[src/asram_pkg.sv]
// Shared constants and types for the asynchronous static memory host controller
package asram_pkg;
    localparam int ASRAM_CLK_PERIOD_NS   = 50;
    localparam int ASRAM_ADDR_W          = 15;
    localparam int ASRAM_DATA_W          = 8;
    // Device timing minima and maxima, in ns
    localparam int ASRAM_READ_CYCLE_NS   = 70;
    localparam int ASRAM_ADDR_ACCESS_NS  = 70;
    localparam int ASRAM_SEL_ACCESS_NS   = 70;
    localparam int ASRAM_DRIVE_ACCESS_NS = 35;
    localparam int ASRAM_OUT_OFF_NS      = 25;
    localparam int ASRAM_WRITE_CYCLE_NS  = 70;
    localparam int ASRAM_SEL_TO_END_NS   = 60;
    localparam int ASRAM_ADDR_TO_END_NS  = 60;
    localparam int ASRAM_STROBE_WIDTH_NS = 50;
    localparam int ASRAM_DATA_SETUP_NS   = 30;

    function automatic int asram_cycles(input int ns);
        int c;
        c = (ns + ASRAM_CLK_PERIOD_NS - 1) / ASRAM_CLK_PERIOD_NS;
        return (c < 1) ? 1 : c;
    endfunction : asram_cycles

    // Read: access measured from select and drive falling together
    localparam int ASRAM_RD_CYC = asram_cycles(ASRAM_ADDR_ACCESS_NS > ASRAM_READ_CYCLE_NS
                                               ? ASRAM_ADDR_ACCESS_NS : ASRAM_READ_CYCLE_NS);
    // Device releases the data lines this long after drive rises
    localparam int ASRAM_OFF_CYC = asram_cycles(ASRAM_OUT_OFF_NS);
    // Write strobe low: wider of the select-to-end and write cycle minima
    localparam int ASRAM_WR_CYC  = asram_cycles(ASRAM_SEL_TO_END_NS > ASRAM_WRITE_CYCLE_NS
                                               ? ASRAM_SEL_TO_END_NS : ASRAM_WRITE_CYCLE_NS);
    localparam int ASRAM_CNT_W   = 4;
    // Select-only cycle ahead of the strobe; zero setup would do, this is margin
    localparam int ASRAM_SET_CYC = 1;

    typedef enum logic [2:0] {
        ASRAM_IDLE  = 3'b000,
        ASRAM_RD    = 3'b001,
        ASRAM_RDONE = 3'b010,
        ASRAM_WSET  = 3'b011,
        ASRAM_WR    = 3'b100,
        ASRAM_WEND  = 3'b101,
        ASRAM_TURN  = 3'b110
    } asram_state_t;
endpackage : asram_pkg

[src/asram_timer.sv]
// Down counter that times one controller phase (read, select-ahead, strobe or turnaround)
`timescale 1ns/100ps
`default_nettype none
module asram_timer
    import asram_pkg::*;
#(
    parameter int W = ASRAM_CNT_W
) (
    input  wire logic         clk,
    input  wire logic         rst_b,
    input  wire logic         load,
    input  wire logic [W-1:0] loadVal,
    output logic              done
);
    typedef struct packed {
        logic [W-1:0] cnt;
    } asram_tmr_t;

    asram_tmr_t cur_ff;
    asram_tmr_t nxt_cur;

    always_comb begin
        nxt_cur = cur_ff;
        if (load) begin
            nxt_cur.cnt = loadVal;
        end else if (cur_ff.cnt != '0) begin
            nxt_cur.cnt = cur_ff.cnt - W'(1);
        end
    end

    always_ff @(posedge clk or negedge rst_b) begin
        if (!rst_b) begin
            cur_ff <= '0;
        end else begin
            cur_ff <= nxt_cur;
        end
    end

    // Done must not depend on load: callers load when done, which would loop
    assign done = (cur_ff.cnt == '0);
endmodule : asram_timer
`default_nettype wire

[src/asram_host.sv]
// Host controller driving a 32K x 8 asynchronous static memory
`timescale 1ns/100ps
`default_nettype none
module asram_host
    import asram_pkg::*;
#(
    parameter int AW      = ASRAM_ADDR_W,
    parameter int DW      = ASRAM_DATA_W,
    // Timer width and phase lengths in clock cycles; retune the lengths for a different clock
    parameter int CW      = ASRAM_CNT_W,
    parameter int SET_CYC = ASRAM_SET_CYC,
    parameter int RD_CYC  = ASRAM_RD_CYC,
    parameter int WR_CYC  = ASRAM_WR_CYC,
    parameter int OFF_CYC = ASRAM_OFF_CYC
) (
    input  wire logic          clk,
    input  wire logic          rst_b,
    // User request side
    input  wire logic          reqValid,
    input  wire logic          reqWrite,
    input  wire logic [AW-1:0] reqAddr,
    input  wire logic [DW-1:0] reqWdata,
    output logic               reqReady,
    output logic               rdValid,
    output logic [DW-1:0]      rdData,
    // Memory pins
    output logic [AW-1:0]      wordSelectLines,
    output logic               chipSel_b,
    output logic               writeStrobe_b,
    output logic               outputDrive_b,
    input  wire logic [DW-1:0] dataIn,
    output logic [DW-1:0]      dataOut,
    output logic               dataOe
);
    typedef struct packed {
        asram_state_t  state;
        logic [AW-1:0] addr;
        logic [DW-1:0] wdata;
        logic [DW-1:0] rdata;
        logic          rdValid;
        logic          ready;
        logic          cs_b;
        logic          we_b;
        logic          oe_b;
        logic          dOe;
    } asram_host_t;

    asram_host_t cur_ff;
    asram_host_t nxt_cur;

    logic          tmrLoad;
    logic [CW-1:0] tmrVal;
    logic          tmrDone;
    logic          takeReq;
    logic          takeRd;
    logic          takeWr;

    // Read and strobe phases load n-1, as the load edge itself counts;
    // select-ahead and turnaround load n, keeping one spare cycle of margin
    localparam logic [CW-1:0] SET_LOAD = CW'(SET_CYC);
    localparam logic [CW-1:0] RD_LOAD  = CW'(RD_CYC - 1);
    localparam logic [CW-1:0] WR_LOAD  = CW'(WR_CYC - 1);
    localparam logic [CW-1:0] OFF_LOAD = CW'(OFF_CYC);

    asram_timer #(
        .W       (CW)
    ) u_timer (
        .clk     (clk),
        .rst_b   (rst_b),
        .load    (tmrLoad),
        .loadVal (tmrVal),
        .done    (tmrDone)
    );

    // Ready is high only in idle, so a take can only start from there
    assign takeReq = reqValid && cur_ff.ready;
    assign takeRd  = takeReq && !reqWrite;
    assign takeWr  = takeReq && reqWrite;

    // Timer loads follow the phase being entered
    always_comb begin
        tmrLoad = 1'b0;
        tmrVal  = '0;
        case (cur_ff.state)
            ASRAM_IDLE: begin
                tmrLoad = takeReq;
                tmrVal  = takeWr ? SET_LOAD : RD_LOAD;
            end
            ASRAM_RDONE: begin
                tmrLoad = 1'b1;
                tmrVal  = OFF_LOAD;
            end
            ASRAM_WSET: begin
                // Safe only because the timer's done ignores its load input
                tmrLoad = tmrDone;
                tmrVal  = WR_LOAD;
            end
            default: begin
                tmrLoad = 1'b0;
                tmrVal  = '0;
            end
        endcase
    end

    always_comb begin
        nxt_cur         = cur_ff;
        nxt_cur.rdValid = 1'b0;
        case (cur_ff.state)
            ASRAM_IDLE: begin
                nxt_cur.cs_b  = 1'b1;
                nxt_cur.we_b  = 1'b1;
                nxt_cur.oe_b  = 1'b1;
                nxt_cur.dOe   = 1'b0;
                nxt_cur.ready = 1'b1;
                if (takeReq) begin
                    nxt_cur.ready = 1'b0;
                    nxt_cur.addr  = reqAddr;
                    nxt_cur.wdata = reqWdata;
                    nxt_cur.cs_b  = 1'b0;
                end
                if (takeWr) begin
                    // Select first with strobes high; memory stays released
                    nxt_cur.state = ASRAM_WSET;
                end
                if (takeRd) begin
                    nxt_cur.oe_b  = 1'b0;
                    nxt_cur.state = ASRAM_RD;
                end
            end
            ASRAM_RD: begin
                // Sample only after the full address/select access time
                if (tmrDone) begin
                    nxt_cur.rdata   = dataIn;
                    nxt_cur.rdValid = 1'b1;
                    nxt_cur.oe_b    = 1'b1;
                    nxt_cur.cs_b    = 1'b1;
                    nxt_cur.state   = ASRAM_RDONE;
                end
            end
            ASRAM_RDONE: begin
                // Let the memory release the bus before anything else
                nxt_cur.state = ASRAM_TURN;
            end
            ASRAM_WSET: begin
                if (tmrDone) begin
                    nxt_cur.we_b  = 1'b0;
                    nxt_cur.dOe   = 1'b1;
                    nxt_cur.state = ASRAM_WR;
                end
            end
            ASRAM_WR: begin
                if (tmrDone) begin
                    // Strobe ends the write; select and data held past it
                    nxt_cur.we_b  = 1'b1;
                    nxt_cur.state = ASRAM_WEND;
                end
            end
            ASRAM_WEND: begin
                // Data and address hold one cycle beyond the write-ending edge
                nxt_cur.cs_b  = 1'b1;
                nxt_cur.dOe   = 1'b0;
                nxt_cur.state = ASRAM_IDLE;
            end
            ASRAM_TURN: begin
                if (tmrDone) begin
                    nxt_cur.state = ASRAM_IDLE;
                end
            end
            default: begin
                nxt_cur.state = ASRAM_IDLE;
            end
        endcase
    end

    always_ff @(posedge clk or negedge rst_b) begin
        if (!rst_b) begin
            // Pins park at their inactive levels while in reset
            cur_ff.state   <= ASRAM_IDLE;
            cur_ff.addr    <= '0;
            cur_ff.wdata   <= '0;
            cur_ff.rdata   <= '0;
            cur_ff.rdValid <= 1'b0;
            cur_ff.ready   <= 1'b0;
            cur_ff.cs_b    <= 1'b1;
            cur_ff.we_b    <= 1'b1;
            cur_ff.oe_b    <= 1'b1;
            cur_ff.dOe     <= 1'b0;
        end else begin
            cur_ff <= nxt_cur;
        end
    end

    // Pins come straight from flops, so the memory never sees a glitch
    assign reqReady        = cur_ff.ready;
    assign rdValid         = cur_ff.rdValid;
    assign rdData          = cur_ff.rdata;
    assign wordSelectLines = cur_ff.addr;
    assign chipSel_b       = cur_ff.cs_b;
    assign writeStrobe_b   = cur_ff.we_b;
    assign outputDrive_b   = cur_ff.oe_b;
    assign dataOut         = cur_ff.wdata;
    assign dataOe          = cur_ff.dOe;
endmodule : asram_host
`default_nettype wire

[config.mk]
export PLATFORM = sky130hd
export DESIGN_NAME = asram_host
export DESIGN_NICKNAME = d
export VERILOG_FILES = /design/src/asram_pkg.sv /design/src/asram_timer.sv /design/src/asram_host.sv
export SDC_FILE = /design/constraint.sdc
export NUM_CORES = 1
export LEC_CHECK = 0
export BUFFER_PORTS_ARGS = -buffer_cell sky130_fd_sc_hd__buf_4
export CORE_ASPECT_RATIO = 0.8
export CORE_MARGIN = 10
export CORE_UTILIZATION = 55
export CTS_BUF_LIST = sky130_fd_sc_hd__clkbuf_2
export CTS_CLUSTER_SIZE = 10
export DETAILED_ROUTE_END_ITERATION = 8
export PLACE_DENSITY = 0.85
export SLEW_MARGIN = 5
export SYNTH_ARGS = -nofsm -noshare
export SYNTH_HDL_FRONTEND = slang
export SYNTH_SLANG_ARGS = --single-unit
[constraint.sdc]
create_clock -name clk -period 3.8 [get_ports clk]
set_input_delay 0.38 -clock clk [delete_from_list [all_inputs] [get_ports clk]]
set_output_delay 0.38 -clock clk [all_outputs]
set_load 0.005 [all_outputs]
==> impl_metrics.json <==
{
  "yosys-top-cells-count": "41 x dfrtp_1, 31 x buf_4, 29 x mux2_2, 9 x nor2_1, 5 x nor3_1",
  "antenna_left": 0,
  "cts_buffer_depth": 2,
  "finalCritPeriodShare": 0.5401,
  "port-buffer-count": 71,
  "finalNetCount": 245,
  "final_util": 0.6931,
  "die_width_um": 88.60,
  "worstPathArrival_ns": 2.35,
  "tightest_slew_ns": 0.5260,
  "synth_cell_type_count": 35,
  "required_ns": 4.10,
  "place_congestion": 0.9175,
  "powerDensity_nw_per_um2": 779.7,
  "maxSlewViolCount": 0,
  "hp-class": "in2reg",
  "path_clk_slew_ns": 0.21,
  "critPathLaunchType": "flip-flop",
  "boundaryPins": 72,
  "vdd_drop_max_mv": 0.4701,
  "syn_inst": 164,
  "wire_per_inst_um": 17.34,
  "cts_buffers": 5,
  "max_freq_mhz": 487.2,
  "max-cap-violations": 0,
  "drt_iter0_markers": 64,
  "ys_seq_area_frac": 0.5335,
  "fin_setup_tns_ns": 0,
  "synth_top_area_share": 0.4955,
  "fin_crit_ns": 2.052,
  "syn_area_sq_um": 2071,
  "synth.most_common_cell": "dfrtp_1",
  "synth_top_area_cell": "dfrtp_1",
  "clock-root-buffer": "clkbuf_2",
  "grt_pass1_wl_mm": 6.810,
  "hold_viol": 0,
  "die_y_um": 74.88,
  "gr-total-overflow": 0,
  "setup.worst_path.end_class": "flip-flop",
  "routed_wl_mm": 4.352,
  "final_layout_size_suffix_gt1_frac": 0.5550,
  "synth-main-ff-cell": "dfrtp_1",
  "syn_avg_cell_area_sq_um": 12.63,
  "outcome": "finished clean",
  "vias_per_cell": 5.223,
  "rows": 19,
  "diodes": 0,
  "drtPass1Iterations": 4,
  "clkSinkCount": 44,
  "finalSetupViolCount": 0,
  "rsz0062_at_grt": "no",
  "yosys_warnings": 0,
  "vias": 1311,
  "syn-num-nets": 201,
  "crit_type": "reg2reg",
  "path_max_fanout": 10,
  "dieArea_sq_um": 6634,
  "grt_max_degree": 45,
  "r2r_setup_slack_ns": 1.75,
  "insertion_delay_ns": 0.41,
  "core_sq_um": 3518,
  "grt_pass1_vias": 1407,
  "drc": 0,
  "cts_setup_buffers": 0,
  "track_usage": 0.1336,
  "synth.area.top_cells": "dfrtp_1 50%, mux2_2 16%, buf_4 11%",
  "cts_hold_buf": 1,
  "yosys_register_bits": 44,
  "initial_utilization": 0.5885,
  "cts.repair.resized": 0,
  "h-tree-depth": 2,
  "synth_edf_count": 0,
  "slew_headroom": 0.6462,
  "dp_hpwl_mm": 3.419,
  "async_reset_ff_frac": 1.000,
  "cts_tree": "built",
  "synthToLayoutAreaGrowth_pct": 17.76,
  "p_leak_nw": 1.173,
  "antenna_found_initial": 0,
  "skew_ns": 0.02211
}
[cells in the final DEF, fill, tap and decap left out, drive strengths merged, types with 2 or more instances in the layout]
cell    synthesis  final
a21oi           4      4
buf            35     72
clkbuf          1      7
dfrtp          41     41
dfstp           3      3
ha              2      2
inv             5      5
mux2           31     31
nand2           4      4
nand2b          3      3
nand3           3      3
nor2            9      9
nor3            5      5
[final cells by class]
class	instances	area (sq um)
repair buffers	73	550.5
flip-flops and latches	44	1105
clock buffers	7	35.03
multi-input cells	79	671.9
well taps	42	52.55
inverters	5	18.77
clock inverters	1	5.005
fillers	261	1080
[per-stage QoR]
stage	setup WS, ns	power, mW	hold slack, ns	area (sq um)	std cells
global placement	1.932	1.682	0.3855	2389	242
floorplan	2.043	1.534	0.08441	2071	164
global route	1.645	2.050	0.1336	2439	251
detailed placement	1.792	1.735	0.3997	2389	242
finish	1.748	1.901	0.1814	2439	251
CTS	1.754	1.925	0.1701	2439	251
[critical path, cell delays in order, from the launching register on]
cell	delay [ns]
dfrtp_1	0.43
inv_1	0.11
ha_1	0.20
nor3b_4	0.40
nand3_1	0.23
inv_2	0.22
mux2_2	0.37
[state kept, by name, summed over array words and instances (netlist names)]
name,flops
dataOe,1
writeStrobe_b,1
dataOut,8
u_timer.cur_ff,4
outputDrive_b,1
rdData,8
wordSelectLines,15
cur_ff,3
reqReady,1
chipSel_b,1
rdValid,1
[metal layers]
metal | up-vias | wire length, um | global-route usage
met5 | - | 0 | 0
met4 | 0 | 74 | 0.05367
met3 | 10 | 383 | 0.05286
met2 | 47 | 2195 | 0.2253
met1 | 637 | 1700 | 0.1498
li1 | 617 | - | -
[power breakdown]
part / switching [mW] / internal [mW] / leakage (nW) / total, mW
clock network: 0.140 / 0.0502 / 0.0330 / 0.191
logic: 0.328 / 0.518 / 0.608 / 0.846
registers: 0.166 / 0.699 / 0.532 / 0.865
total: 0.635 / 1.27 / 1.17 / 1.90
[path summary, 6_finish.rpt]
| check | cells after the start | startpoint | endpoint |
|---|---|---|---|
| worst max-delay path | 6 | u_timer.cur_ff[0]$_DFFE_PN0P_ | rdData[2]$_DFFE_PN0P_ |
| worst min-delay path | 2 | reqWdata[2] | dataOut[2]$_DFFE_PN0P_ |
| worst max register to register | 6 | u_timer.cur_ff[0]$_DFFE_PN0P_ | rdData[2]$_DFFE_PN0P_ |
| worst min register to register | 1 | dataOut[0]$_DFFE_PN0P_ | dataOut[0]$_DFFE_PN0P_ |
| max in group asynchronous | 2 | rst_b | writeStrobe_b$_DFFE_PN1P_ |
| min in group asynchronous | 2 | rst_b | wordSelectLines[6]$_DFFE_PN0P_ |
[logic make-up (layout without fill, tap and decap cells)]
logic type	after synthesis	in the layout	share of synthesized area
xor gates and xnor gates	1	1	0.004230
DFF	44	44	0.5335
muxes	32	32	0.1734
buffers and inverters	41	86	0.1420
AOI/OAI and AO/OA	13	13	0.04472
and+or+nand+nor	30	30	0.08520
adders and majority gates	3	3	0.01692
(Power assumes the default switching activity.)
